File: src/rtl/sacc_defs.vh
`ifndef SACC_DEFS_VH
`define SACC_DEFS_VH
// register byte offsets
`define SACC_OFF_CTRL    12'h000
`define SACC_OFF_POS     12'h004
`define SACC_OFF_NEG     12'h008
`define SACC_OFF_STAT    12'h00C
`define SACC_OFF_RESULT  12'h010
`define SACC_OFF_GAIN    12'h014
// control register fields
`define SACC_CTL_ENABLE  0
`define SACC_CTL_MODE_LO 1
`define SACC_CTL_MODE_HI 2
`define SACC_CTL_CONV_LO 3
`define SACC_CTL_CONV_HI 5
`define SACC_CTL_NEGBYP  14
`define SACC_CTL_POSBYP  15
`define SACC_CTL_PAIRBUF 16
`define SACC_CTL_RESET   32'h0000_0000
// input configurations
`define SACC_MODE_DIFF   2'h0
`define SACC_MODE_SINGLE 2'h1
`define SACC_MODE_PSEUDO 2'h2
// conversion types
`define SACC_CONV_PIN    3'h0
`define SACC_CONV_TMR0   3'h1
`define SACC_CONV_TMR1   3'h2
`define SACC_CONV_SINGLE 3'h3
`define SACC_CONV_CONT   3'h4
`define SACC_CONV_PLA    3'h5
`define SACC_CONV_IDLE   3'h6
// status and result fields
`define SACC_STA_READY   0
`define SACC_STA_BUSY    1
`define SACC_RES_LSB     16
// gain field widths and reset value (1 to 5 in 32 steps)
`define SACC_GAIN_W      5
`define SACC_GAIN_RESET  5'h00
// channel select
`define SACC_CHAN_W      5
`define SACC_NEG_W       5
// conversion time in clocks
`define SACC_CONV_CLKS   27
`endif

File: src/rtl/sacc_result_store.v
/*
 result holding register: latches the 12-bit coded word on load.
 assumes load is a one-cycle pulse from the conversion sequencer.
*/
`timescale 1ns/100ps
`include "sacc_defs.vh"
module sacc_result_store #(
  parameter WIDTH = 12
) (
  input  wire             clk,
  input  wire             rst_b,
  input  wire             load,
  input  wire [WIDTH-1:0] dataIn,
  output reg  [WIDTH-1:0] dataOut
);
  always @(posedge clk or negedge rst_b) begin
    if (!rst_b) begin
      dataOut <= {WIDTH{1'b0}};
    end else if (load) begin
      dataOut <= dataIn;
    end
  end
endmodule

File: src/rtl/sacc_conversion_control.v
/*
 conversion control for a 12-bit successive-approximation converter:
 apb register file, trigger selection, conversion sequencer, result coding.
 assumes the analog side returns a raw 12-bit code with rawValid after each
 conversion, and trigger inputs other than timers/logic array are async pins.

 // Summary of operation
 // software picks fully differential, single-ended or pseudo-differential input.
 // software starts one conversion or continuous back-to-back conversions.
 // pin, logic array output, or either timer overflow may trigger repeatedly.
 // a trigger still high at conversion end starts another conversion.
 // single-ended and pseudo-differential results are straight binary, 4096 codes.
 // fully differential results are twos complement over 4096 codes.
 // differential result is sign plus eleven bits, shifted right one bit.
 // control bit 14 disables both amplified-pair negative pin buffers.
 // each amplified pair has a 5-bit gain field, 32 steps.
 // software uses pseudo-differential mode for amplified pairs.
 // software follows the fixed amplified-pair setup order.
 // buffer, converter and channel settings are independent controls.
 // positive select offers supply, current-output, temperature, reference, ground inputs.
 // negative select offers analog, power or I/O ground for internal inputs.
 // software enables the input buffer for current-output and supply channels.
 // software bypasses negative buffer and uses pseudo mode for thermistors.
 // ready flag bit 0 sets at conversion end; result read clears it.
 // result sits in bits 27:16, top four bits sign extension.
 // control bits 15 and 14 bypass positive and negative buffers.
 // triggers ignored during conversion; busy high throughout.
 // continuous mode restarts right after result latch until mode cleared.
*/
`timescale 1ns/100ps
`include "sacc_defs.vh"
module sacc_conversion_control #(
  parameter CONV_CLKS = `SACC_CONV_CLKS
) (
  input  wire        clk,
  input  wire        rst_b,
  input  wire        psel,
  input  wire        penable,
  input  wire        pwrite,
  input  wire [11:0] paddr,
  input  wire [31:0] pwdata,
  output wire        pready,
  output reg  [31:0] prdata,
  output wire        pslverr,
  input  wire        convert_start_pin,
  input  wire        programmable_logic_array,
  input  wire        first_timer,
  input  wire        second_timer,
  input  wire [11:0] rawCode,
  input  wire        rawValid,
  output reg         sampleStart,
  output reg         converterBusy,
  output wire [1:0]  inputMode,
  output wire [4:0]  positiveChannel,
  output wire [4:0]  negativeChannel,
  output wire        posBufferBypass,
  output wire        negBufferBypass,
  output wire        pairNegBufferOff,
  output wire        pairZeroSelect,
  output wire [4:0]  gainPairZero,
  output wire [4:0]  gainPairOne
);
  // ----------------------------------------------------------------
  // state encoding
  // ----------------------------------------------------------------
  localparam ST_IDLE = 2'b00;
  localparam ST_CONV = 2'b01;
  localparam ST_DONE = 2'b10;

  reg  [31:0] converter_control_reg;
  reg  [4:0]  positive_channel_select;
  reg  [4:0]  negative_channel_select;
  reg  [9:0]  gainReg;
  reg         result_ready_flag;
  reg  [1:0]  state;
  reg  [7:0]  convCount;
  reg         swStart;
  reg         trigPrev;
  reg  [2:0]  pinSync;
  reg         pinLevel;
  reg  [1:0]  convMode;
  wire [11:0] storedCode;
  wire [11:0] codedResult;
  wire        wrEn;
  wire        rdEn;
  wire        enable;
  wire [2:0]  convType;
  wire        hwTrig;
  wire        hwSource;
  wire        contMode;
  wire        startReq;
  wire        convDone;
  wire        latchResult;

  // ----------------------------------------------------------------
  // apb slave: zero wait states, unmapped addresses read zero, no error
  // ----------------------------------------------------------------
  assign pready  = 1'b1;
  assign pslverr = 1'b0;
  assign wrEn    = psel & penable & pwrite;
  assign rdEn    = psel & penable & ~pwrite;

  // extend the 12-bit code into the top of the result word, with sign bits only when signedCode is set
  function [31:0] resultWord;
    input [11:0] code;
    input        signedCode;
    begin
      resultWord = {{4{signedCode & code[11]}}, code, 16'h0000};
    end
  endfunction

  // ----------------------------------------------------------------
  // register writes, one process per register except the two channel selects, which share one
  // ----------------------------------------------------------------
  // separate processes keep a write to one register from touching another
  always @(posedge clk or negedge rst_b) begin
    if (!rst_b) begin
      converter_control_reg <= `SACC_CTL_RESET;
      swStart               <= 1'b0;
    end else begin
      swStart <= 1'b0;
      if (wrEn && paddr == `SACC_OFF_CTRL) begin
        converter_control_reg <= pwdata;
        swStart <= (pwdata[`SACC_CTL_CONV_HI:`SACC_CTL_CONV_LO] == `SACC_CONV_SINGLE);
      end
    end
  end

  always @(posedge clk or negedge rst_b) begin
    if (!rst_b) begin
      positive_channel_select <= 5'h00;
      negative_channel_select <= 5'h00;
    end else if (wrEn) begin
      if (paddr == `SACC_OFF_POS) begin
        positive_channel_select <= pwdata[4:0];
      end
      if (paddr == `SACC_OFF_NEG) begin
        negative_channel_select <= pwdata[4:0];
      end
    end
  end

  always @(posedge clk or negedge rst_b) begin
    if (!rst_b) begin
      gainReg <= {`SACC_GAIN_RESET, `SACC_GAIN_RESET};
    end else if (wrEn && paddr == `SACC_OFF_GAIN) begin
      gainReg <= {pwdata[12:8], pwdata[4:0]};
    end
  end

  // ----------------------------------------------------------------
  // read multiplexer
  // ----------------------------------------------------------------
  always @* begin
    case (paddr)
      `SACC_OFF_CTRL:   prdata = converter_control_reg;
      `SACC_OFF_POS:    prdata = {27'h000_0000, positive_channel_select};
      `SACC_OFF_NEG:    prdata = {27'h000_0000, negative_channel_select};
      `SACC_OFF_STAT:   prdata = {30'h0000_0000, converterBusy, result_ready_flag};
      `SACC_OFF_RESULT: prdata = resultWord(storedCode, convMode == `SACC_MODE_DIFF);
      `SACC_OFF_GAIN:   prdata = {19'h0_0000, gainReg[9:5], 3'h0, gainReg[4:0]};
      default:          prdata = 32'h0000_0000;
    endcase
  end

  // ----------------------------------------------------------------
  // field outputs
  // ----------------------------------------------------------------
  assign enable           = converter_control_reg[`SACC_CTL_ENABLE];
  assign inputMode        = converter_control_reg[`SACC_CTL_MODE_HI:`SACC_CTL_MODE_LO];
  assign convType         = converter_control_reg[`SACC_CTL_CONV_HI:`SACC_CTL_CONV_LO];
  assign posBufferBypass  = converter_control_reg[`SACC_CTL_POSBYP];
  assign negBufferBypass  = converter_control_reg[`SACC_CTL_NEGBYP];
  assign pairNegBufferOff = converter_control_reg[`SACC_CTL_NEGBYP];
  assign pairZeroSelect   = converter_control_reg[`SACC_CTL_PAIRBUF];
  assign positiveChannel  = positive_channel_select;
  assign negativeChannel  = negative_channel_select;
  assign gainPairZero     = gainReg[4:0];
  assign gainPairOne      = gainReg[9:5];

  // ----------------------------------------------------------------
  // trigger selection
  // ----------------------------------------------------------------
  // pin is asynchronous: three stages, level changes only when 2nd and 3rd agree
  always @(posedge clk or negedge rst_b) begin
    if (!rst_b) begin
      pinSync  <= 3'b000;
      pinLevel <= 1'b0;
    end else begin
      pinSync <= {pinSync[1:0], convert_start_pin};
      if (pinSync[1] == pinSync[2]) begin
        pinLevel <= pinSync[2];
      end
    end
  end

  // ----------------------------------------------------------------
  // source selection and edge detection
  // ----------------------------------------------------------------
  // one source at a time; software modes and idle give no hardware edge
  function pickSource;
    input [2:0] kind;
    input       pinLvl;
    input       plaOut;
    input       tmrZero;
    input       tmrOne;
    begin
      case (kind)
        `SACC_CONV_PIN:  pickSource = pinLvl;
        `SACC_CONV_TMR0: pickSource = tmrZero;
        `SACC_CONV_TMR1: pickSource = tmrOne;
        `SACC_CONV_PLA:  pickSource = plaOut;
        default:         pickSource = 1'b0;
      endcase
    end
  endfunction

  assign hwSource = pickSource(convType, pinLevel, programmable_logic_array,
                               first_timer, second_timer);
  // edge only: a level held through a conversion is handled by the repeat path
  assign hwTrig   = hwSource & ~trigPrev;
  assign contMode = (convType == `SACC_CONV_CONT);
  assign startReq = enable & (swStart | hwTrig | contMode);

  always @(posedge clk or negedge rst_b) begin
    if (!rst_b) begin
      trigPrev <= 1'b0;
    end else begin
      trigPrev <= hwSource;
    end
  end

  // ----------------------------------------------------------------
  // conversion sequencer
  // ----------------------------------------------------------------
  // rawValid ends a conversion early; otherwise the count bounds it so a
  // silent analog side cannot hang the block
  assign convDone = rawValid || (convCount == CONV_CLKS[7:0] - 8'h01);

  always @(posedge clk or negedge rst_b) begin
    if (!rst_b) begin
      state         <= ST_IDLE;
      convCount     <= 8'h00;
      sampleStart   <= 1'b0;
      converterBusy <= 1'b0;
      convMode      <= `SACC_MODE_DIFF;
    end else begin
      sampleStart <= 1'b0;
      case (state)
        ST_IDLE: begin
          // start requests are only looked at while idle
          if (startReq) begin
            state         <= ST_CONV;
            convCount     <= 8'h00;
            sampleStart   <= 1'b1;
            converterBusy <= 1'b1;
            convMode      <= inputMode;
          end
        end
        ST_CONV: begin
          convCount <= convCount + 8'h01;
          if (convDone) begin
            state <= ST_DONE;
          end
        end
        ST_DONE: begin
          // repeat if trigger still held, or continuous still selected
          if (enable && (contMode || hwSource)) begin
            state       <= ST_CONV;
            convCount   <= 8'h00;
            sampleStart <= 1'b1;
            convMode    <= inputMode;
          end else begin
            state         <= ST_IDLE;
            converterBusy <= 1'b0;
          end
        end
        default: begin
          state         <= ST_IDLE;
          converterBusy <= 1'b0;
        end
      endcase
    end
  end

  // ----------------------------------------------------------------
  // result coding and ready flag
  // ----------------------------------------------------------------
  // differential: sign + 11 bits shifted right one, keeping the sign bit
  // non-differential modes pass the raw code as straight binary
  function [11:0] codeResult;
    input [11:0] raw;
    input [1:0]  mode;
    begin
      case (mode)
        `SACC_MODE_DIFF:   codeResult = {raw[11], raw[11:1]};
        `SACC_MODE_SINGLE: codeResult = raw;
        `SACC_MODE_PSEUDO: codeResult = raw;
        default:           codeResult = raw;
      endcase
    end
  endfunction

  assign codedResult = codeResult(rawCode, convMode);
  assign latchResult = (state == ST_CONV) && convDone;

  // ----------------------------------------------------------------
  // result store
  // ----------------------------------------------------------------
  sacc_result_store #(
    .WIDTH(12)
  ) sacc_result_store_inst (
    .clk    (clk),
    .rst_b  (rst_b),
    .load   (latchResult),
    .dataIn (codedResult),
    .dataOut(storedCode)
  );

  // ----------------------------------------------------------------
  // ready flag
  // ----------------------------------------------------------------
  // set wins over a same-cycle read clear
  always @(posedge clk or negedge rst_b) begin
    if (!rst_b) begin
      result_ready_flag <= 1'b0;
    end else if (latchResult) begin
      result_ready_flag <= 1'b1;
    end else if (rdEn && paddr == `SACC_OFF_RESULT) begin
      result_ready_flag <= 1'b0;
    end
  end
endmodule

File: config.mk
export PLATFORM = sky130hd
export DESIGN_NAME = sacc_conversion_control
export DESIGN_NICKNAME = d
export VERILOG_FILES = /design/src/rtl/sacc_result_store.v /design/src/rtl/sacc_conversion_control.v
export VERILOG_INCLUDE_DIRS = /design/src /design/src/rtl
export SDC_FILE = /design/constraint.sdc
export NUM_CORES = 1
export LEC_CHECK = 0
export BUFFER_PORTS_ARGS = -buffer_cell sky130_fd_sc_hd__buf_2
export CAP_MARGIN = 30
export CORE_MARGIN = 4
export CORE_UTILIZATION = 47
export CTS_CLUSTER_SIZE = 40
export DETAILED_ROUTE_END_ITERATION = 7
export GPL_TIMING_DRIVEN = 0
export PLACE_DENSITY = 0.81
export REMOVE_ABC_BUFFERS = 1
export SKIP_LAST_GASP = 1
export SYNTH_ARGS = -nofsm -noshare
export SYNTH_HDL_FRONTEND = slang
export SYNTH_SLANG_ARGS = --single-unit
File: constraint.sdc
create_clock -name clk -period 7.5 [get_ports clk]
set_input_delay 1.125 -clock clk [delete_from_list [all_inputs] [get_ports clk]]
set_output_delay 1.125 -clock clk [all_outputs]
set_load 0.005 [all_outputs]
### Word level (Yosys, flattened, before mapping)

Index checks and enable logic that the tools add are counted.

| operators by class | value |
|---|---|
| add/sub/neg operators | 1 |
| multiply operators | 0 |
| div/mod/pow operators | 0 |
| $lt $le $gt $ge | 0 |
| eq/ne operators | 18 |
| shifts and indexed selects | 0 |
| muxes and demuxes | 22 |
| bitwise logic cells | 11 |
| reductions and logical operators | 20 |

Operators with widths:

| kind | count |
|---|---|
| $pmux 32 s6 | 1 |
| $eq 12x4->1 const B | 2 |
| $eq 12x5->1 const B | 2 |
| $pmux 8 s3 | 1 |
| $mux 8 | 2 |
| $eq 12x3->1 const B | 1 |
| $logic_not 12->1 | 1 |
| $mux 11 | 1 |
| $reduce_and 3->1 | 3 |
| $add 8x1->8 const B | 1 |
| $eq 8x5->1 const B | 1 |
| $mux 1 | 8 |
| $mux 2 | 4 |
| $ne 2x2->1 const B | 4 |
| $and 1x1->1 | 6 |
| $eq 3x2->1 const B | 2 |
| $eq 3x3->1 const B | 2 |
| $pmux 2 s3 | 1 |
| $reduce_and 2->1 | 3 |
| $logic_and 1x1->1 | 5 |
| $logic_not 2->1 | 2 |
| $pmux 1 s4 | 1 |
| $pmux 2 s2 | 1 |
| $reduce_bool 2->1 | 2 |
| other kinds (11) | 15 |

| word-level totals | value |
|---|---|
| flip-flop bits (word level) | 85 |
| latch bits | 0 |
| RAM bits | 0 |
| ROM bits | 0 |
| input port bits | 66 |
| output and inout port bits | 62 |
| logic and storage cells | 87 |
| memories | 0 |

### Logic depth before layout (Yosys ltp)

| logic depth | value |
|---|---|
| depth in word-level cells | 8 |
| gate-level depth with buffers | 8 |
| depth with buffers taken out | 7 |

### By module

Synthesis repeated with hierarchy kept, for this count alone.

| unflattened totals | value |
|---|---|
| cells, all modules | 337 |
| area total of the unflattened synthesis | 4269.1 sq um |

Modules (own cells, without submodules):

| module | instances | cells each | area an instance (sq um) | seq. area each (sq um) |
|---|---|---|---|---|
| sacc_conversion_control | 1 | 312 | 3784.9 | 1826.8 |
| sacc_result_store | 1 | 25 | 484.2 | 300.3 |

### Least setup slack after synthesis

Ideal clock, no wire load.

| path | value |
|---|---|
| path kind | input to output |
| start | input paddr[9] |
| end | output prdata[16] |
| arrival | 3.140 ns |
| data required time | 6.375 ns |
| setup slack | 3.235 ns |
| stages | 6 |
| buffers on the path | 1 |
| path through | or4_1 -> or3_1 -> or3_4 -> nor2_1 -> clkbuf_1 -> a22o_1 |

| on the way | value |
|---|---|
| word-level cells in the longest chain between the ends | 2 |
| elaborated cells between the ends (all ways) | 7 |
| those cells by class | 5 x eq/ne; 1 x mux; 1 x reduce/logical |

RTL lines:

| what | line | text |
|---|---|---|
| start: declaration | sacc_conversion_control.v:40 | `input wire [11:0] paddr,` |
| $eq 12x5->1 (tied with other cells) | sacc_conversion_control.v:155 | `case (paddr)` |
| $pmux 32 s6 * | sacc_conversion_control.v:155 |  |
| end: declaration | sacc_conversion_control.v:43 | `output reg [31:0] prdata,` |

Mark *: on every way between the ends. The rest lies on a longest branch, timed or not.

### Worst setup path in the final report

| path | value |
|---|---|
| start | input paddr[9] |
| end | output prdata[10] |

The elaborated chain is that of the path after synthesis.

==> flow_metrics.env <==
export IMPL_run_status="complete, no violations"
export IMPL_path_common_cell="buf_2"
export IMPL_relSlewSlack_pct=54.04
export IMPL_post_cts_resize_count=0
export IMPL_arrival_ps=3520
export IMPL_sequential_area_share_after_synthesis_pct=50.99
export IMPL_synthesis_area_mm2=0.004172
export IMPL_sequential_cell_area_mm2=0.002127
export IMPL_clk_insertion_delay_late_ps=350
export IMPL_multi_input_gate_area_mm2=0.001904
export IMPL_async_reset_ff_share_pct=100.0
export IMPL_clock_tree_htree_level_count=3
export IMPL_place_hpwl_um=7556
export IMPL_syn_avg_cell_area_um2=12.02
export IMPL_cts_tree="done"
export IMPL_finalCriticalPeriod_ps=4644
export IMPL_first_global_vias=3373
export IMPL_most_area_consuming_cells_after_synthesis="dfrtp_1, mux2_4, mux2_2, a22o_1, mux2i_1"
export IMPL_area_delta_synth_final_pct=23.28
export IMPL_routedWlPerCell_um=17.66
export IMPL_synth_ff_latch_count=85
export IMPL_post_cts_buffers=0
export IMPL_routed_wl_um=10280
export IMPL_filler_cell_count=759
export IMPL_nNetsFinal=537
export IMPL_cp_endpoint="prdata[10]"
export IMPL_report_final_hold_viol_count=0
export IMPL_globalplace_congestion=0.8398
export IMPL_vdd_ir_drop_worst_uv=90.64
export IMPL_synth_edff_count=0
export IMPL_worst_setup_path_end_kind="output pin"
export IMPL_leakagePower_uw=0.002821
export IMPL_worst_clock_skew_ps=13.29
export IMPL_r2r_slack_ps=5420
export IMPL_crit_path_cell_trace="buf_2, or4_1, or3_1, or3_4, nor2_2, buf_8, a22o_1, buf_2"
export IMPL_synth_main_ff_cell="dfrtp_1"
export IMPL_finalSetupViolCount=0
export IMPL_fin_tns_setup_ps=0
export IMPL_io_pins=128
export IMPL_groute_usage_overall_pct=19.90
export IMPL_initial_utilization_pct=48.07
export IMPL_pwr_density_cell_mw_per_mm2=175.4
export IMPL_ant_nets=0
export IMPL_worstRegToRegCells=5
export IMPL_clk_pin_slew_worst_paths_ps=80
export IMPL_portBuffers=125
export IMPL_crit_path_max_fanout=16
export IMPL_worst_reg2reg_startpoint="converter_control_reg[4]"
export IMPL_die_area_mm2=0.01045
export IMPL_timing_max_cap_violations=0
export IMPL_clock_sink_count=85
export IMPL_flip_flop_count_of_the_largest_register_all_copies_and_words_added=32
export IMPL_timing_critical_path_from_type="primary input"
export IMPL_post_cts_hold_buffer_count=0
export IMPL_antenna_violations_before_repair=0
export IMPL_criticalPathCategory="in2out"
export IMPL_drt_vias_per_instance=5.569
export IMPL_report_final_slew_viol_count=0
export IMPL_cts_root_buf="clkbuf_8"
export IMPL_postSynthCellCount=347
export IMPL_floorplan_core_area_mm2=0.008678
export IMPL_grt_start_max_net_pins=45
export IMPL_insertedDiodeCount=0
export IMPL_cts_inserted_buffers=9
export IMPL_synth_warnings=0
export IMPL_fraction_of_synthesized_cell_area_taken_by_the_top_area_cell_type_pct=50.99
export IMPL_wire_length_of_the_first_global_routing_pass_um=16280
export IMPL_report_power_total_uw=902.1
export IMPL_post_synth_num_cell_types=47
export IMPL_max_freq_mhz=215.3
export IMPL_clk_path_buf_depth=2
export IMPL_detail_route_iter0_violations=122
export IMPL_firstDrtPassIters=4
export IMPL_portion_of_the_clock_cycle_consumed_by_the_worst_path_in_the_final_layout_pct=61.92
export IMPL_critical_path_required_ps=6380
export IMPL_rsz0062_at_grt="no"
export IMPL_crit_path_max_incr_delay_ps=540
export IMPL_timing_hold_worst_class="reg2reg"
export IMPL_post_route_cells_drive_above_1_share_pct=44.51
export IMPL_grt_remaining_overflow=0
export IMPL_worst_slew_pin_transition_ps=689.4
export IMPL_floorplan_die_width_um=102.2
export IMPL_netlist_top_cell_by_area="dfrtp_1"
export IMPL_detailroute_via_count=3241
export IMPL_chipHeight_um=102.2
export IMPL_critical_path_reg2reg_endpoint="convMode[0]"
export IMPL_remaining_drc_errors=0
export IMPL_timing_critical_path_slowest_stage_cell="nor2_2"
export IMPL_placement_rows=34
export IMPL_startpoint="paddr[9]"
per-layer routing:
| layer | track usage [%] | vias to the layer above | share of wire (%) |
|---|---|---|---|
| met2 | 33.48 | 120 | 50 |
| li1 | - | 1518 | - |
| met5 | 0 | - | 0 |
| met4 | 6.054 | 0 | 1.5 |
| met3 | 4.232 | 13 | 6.5 |
| met1 | 25.91 | 1590 | 42 |
through the flow:
| step | setup WS [ps] | util, % | hold WS, ps | cell area (um^2) | std cells |
|---|---|---|---|---|---|
| after floorplan | 2805 | - | 331.2 | 4046 | 327 |
| after global placement | 1774 | 55.39 | 335.7 | 4807 | 560 |
| after detailed placement | 2858 | 56.66 | 338.7 | 4917 | 566 |
| after CTS | 2853 | 59.26 | 358.5 | 5142 | 582 |
| after global routing | 2709 | 59.26 | 361.9 | 5142 | 582 |
| final | 2856 | 59.26 | 354.8 | 5142 | 582 |
critical path: cells and delay by family:
kind,cells,cell delay [ps]
AOI/OAI and AO/OA,1,160
and+or+nand+nor,4,1790
buffers and inverters,3,430
worst min-delay path by stage:
stage | startpoint | to | slack (ps) | cells after the start
2_1_floorplan | pinSync[0] | pinSync[1] | 330 | 0
3_3_place_gp | pinSync[0] | pinSync[1] | 340 | 0
3_5_place_dp | pinSync[0] | pinSync[1] | 340 | 0
4_1_cts | pinSync[0] | pinSync[1] | 360 | 0
5_1_grt | pinSync[0] | pinSync[1] | 360 | 0
6_report | pinSync[0] | pinSync[1] | 350 | 0
placed cells by master, fill, tap and decap left out, types with 3 or more instances in the layout:
master / Yosys / final
nand3_1: 7 / 7
clkbuf_8: 0 / 10
mux2i_1: 16 / 16
a22o_1: 20 / 20
o211ai_1: 4 / 4
dfrtp_1: 85 / 85
nand2b_1: 3 / 3
nand2_1: 12 / 12
o21ai_0: 11 / 11
a21o_1: 6 / 6
nor2_1: 26 / 24
inv_1: 7 / 7
and2_1: 7 / 7
a21oi_1: 21 / 21
mux2_2: 26 / 26
nor3_1: 6 / 6
or4_1: 4 / 4
buf_2: 1 / 124
mux2_4: 29 / 29
a31oi_1: 4 / 4
report_power, final:
group | switching (uW) | leakage [uW] | internal, uW
Combinational | 33.1 | 0.00158 | 26.7
Sequential | 10.6 | 0.00113 | 472
Clock | 163 | 0.000106 | 197
Total | 206 | 0.00282 | 696
logic make-up after synthesis:
family          count (synthesis)  share of synthesized area (%)
other cells                     2                         0.1800
compound gates                 76                          12.45
flops                          85                          50.99
buf+inv                        27                          3.629
fa+ha+maj                       3                         0.8397
simple gates                   83                          10.62
mux                            71                          21.30
synth_stat cells, types with 3 or more instances:
library cell / n
a31oi_1: 4
or3_1: 3
nor2_1: 26
a21oi_1: 21
inv_1: 7
clkbuf_1: 8
buf_6: 4
a21o_1: 6
nand2b_1: 3
and2_1: 7
nand3_1: 7
mux2i_1: 16
or4_1: 4
buf_4: 5
o211ai_1: 4
mux2_2: 26
o21ai_0: 11
a22o_1: 20
mux2_4: 29
dfrtp_1: 85
nor3_1: 6
nand2_1: 12
area by class of cell:
cell class              instances  area share, %
clock buffers                  11          2.749
clock inverters                 5          1.630
inverters                       7         0.5109
multi-input cells             235          37.03
flip-flops and latches         85          41.36
well taps                     108          2.628
repair buffers                131          14.09
Note: power is estimated with default switching activity, not from simulation.
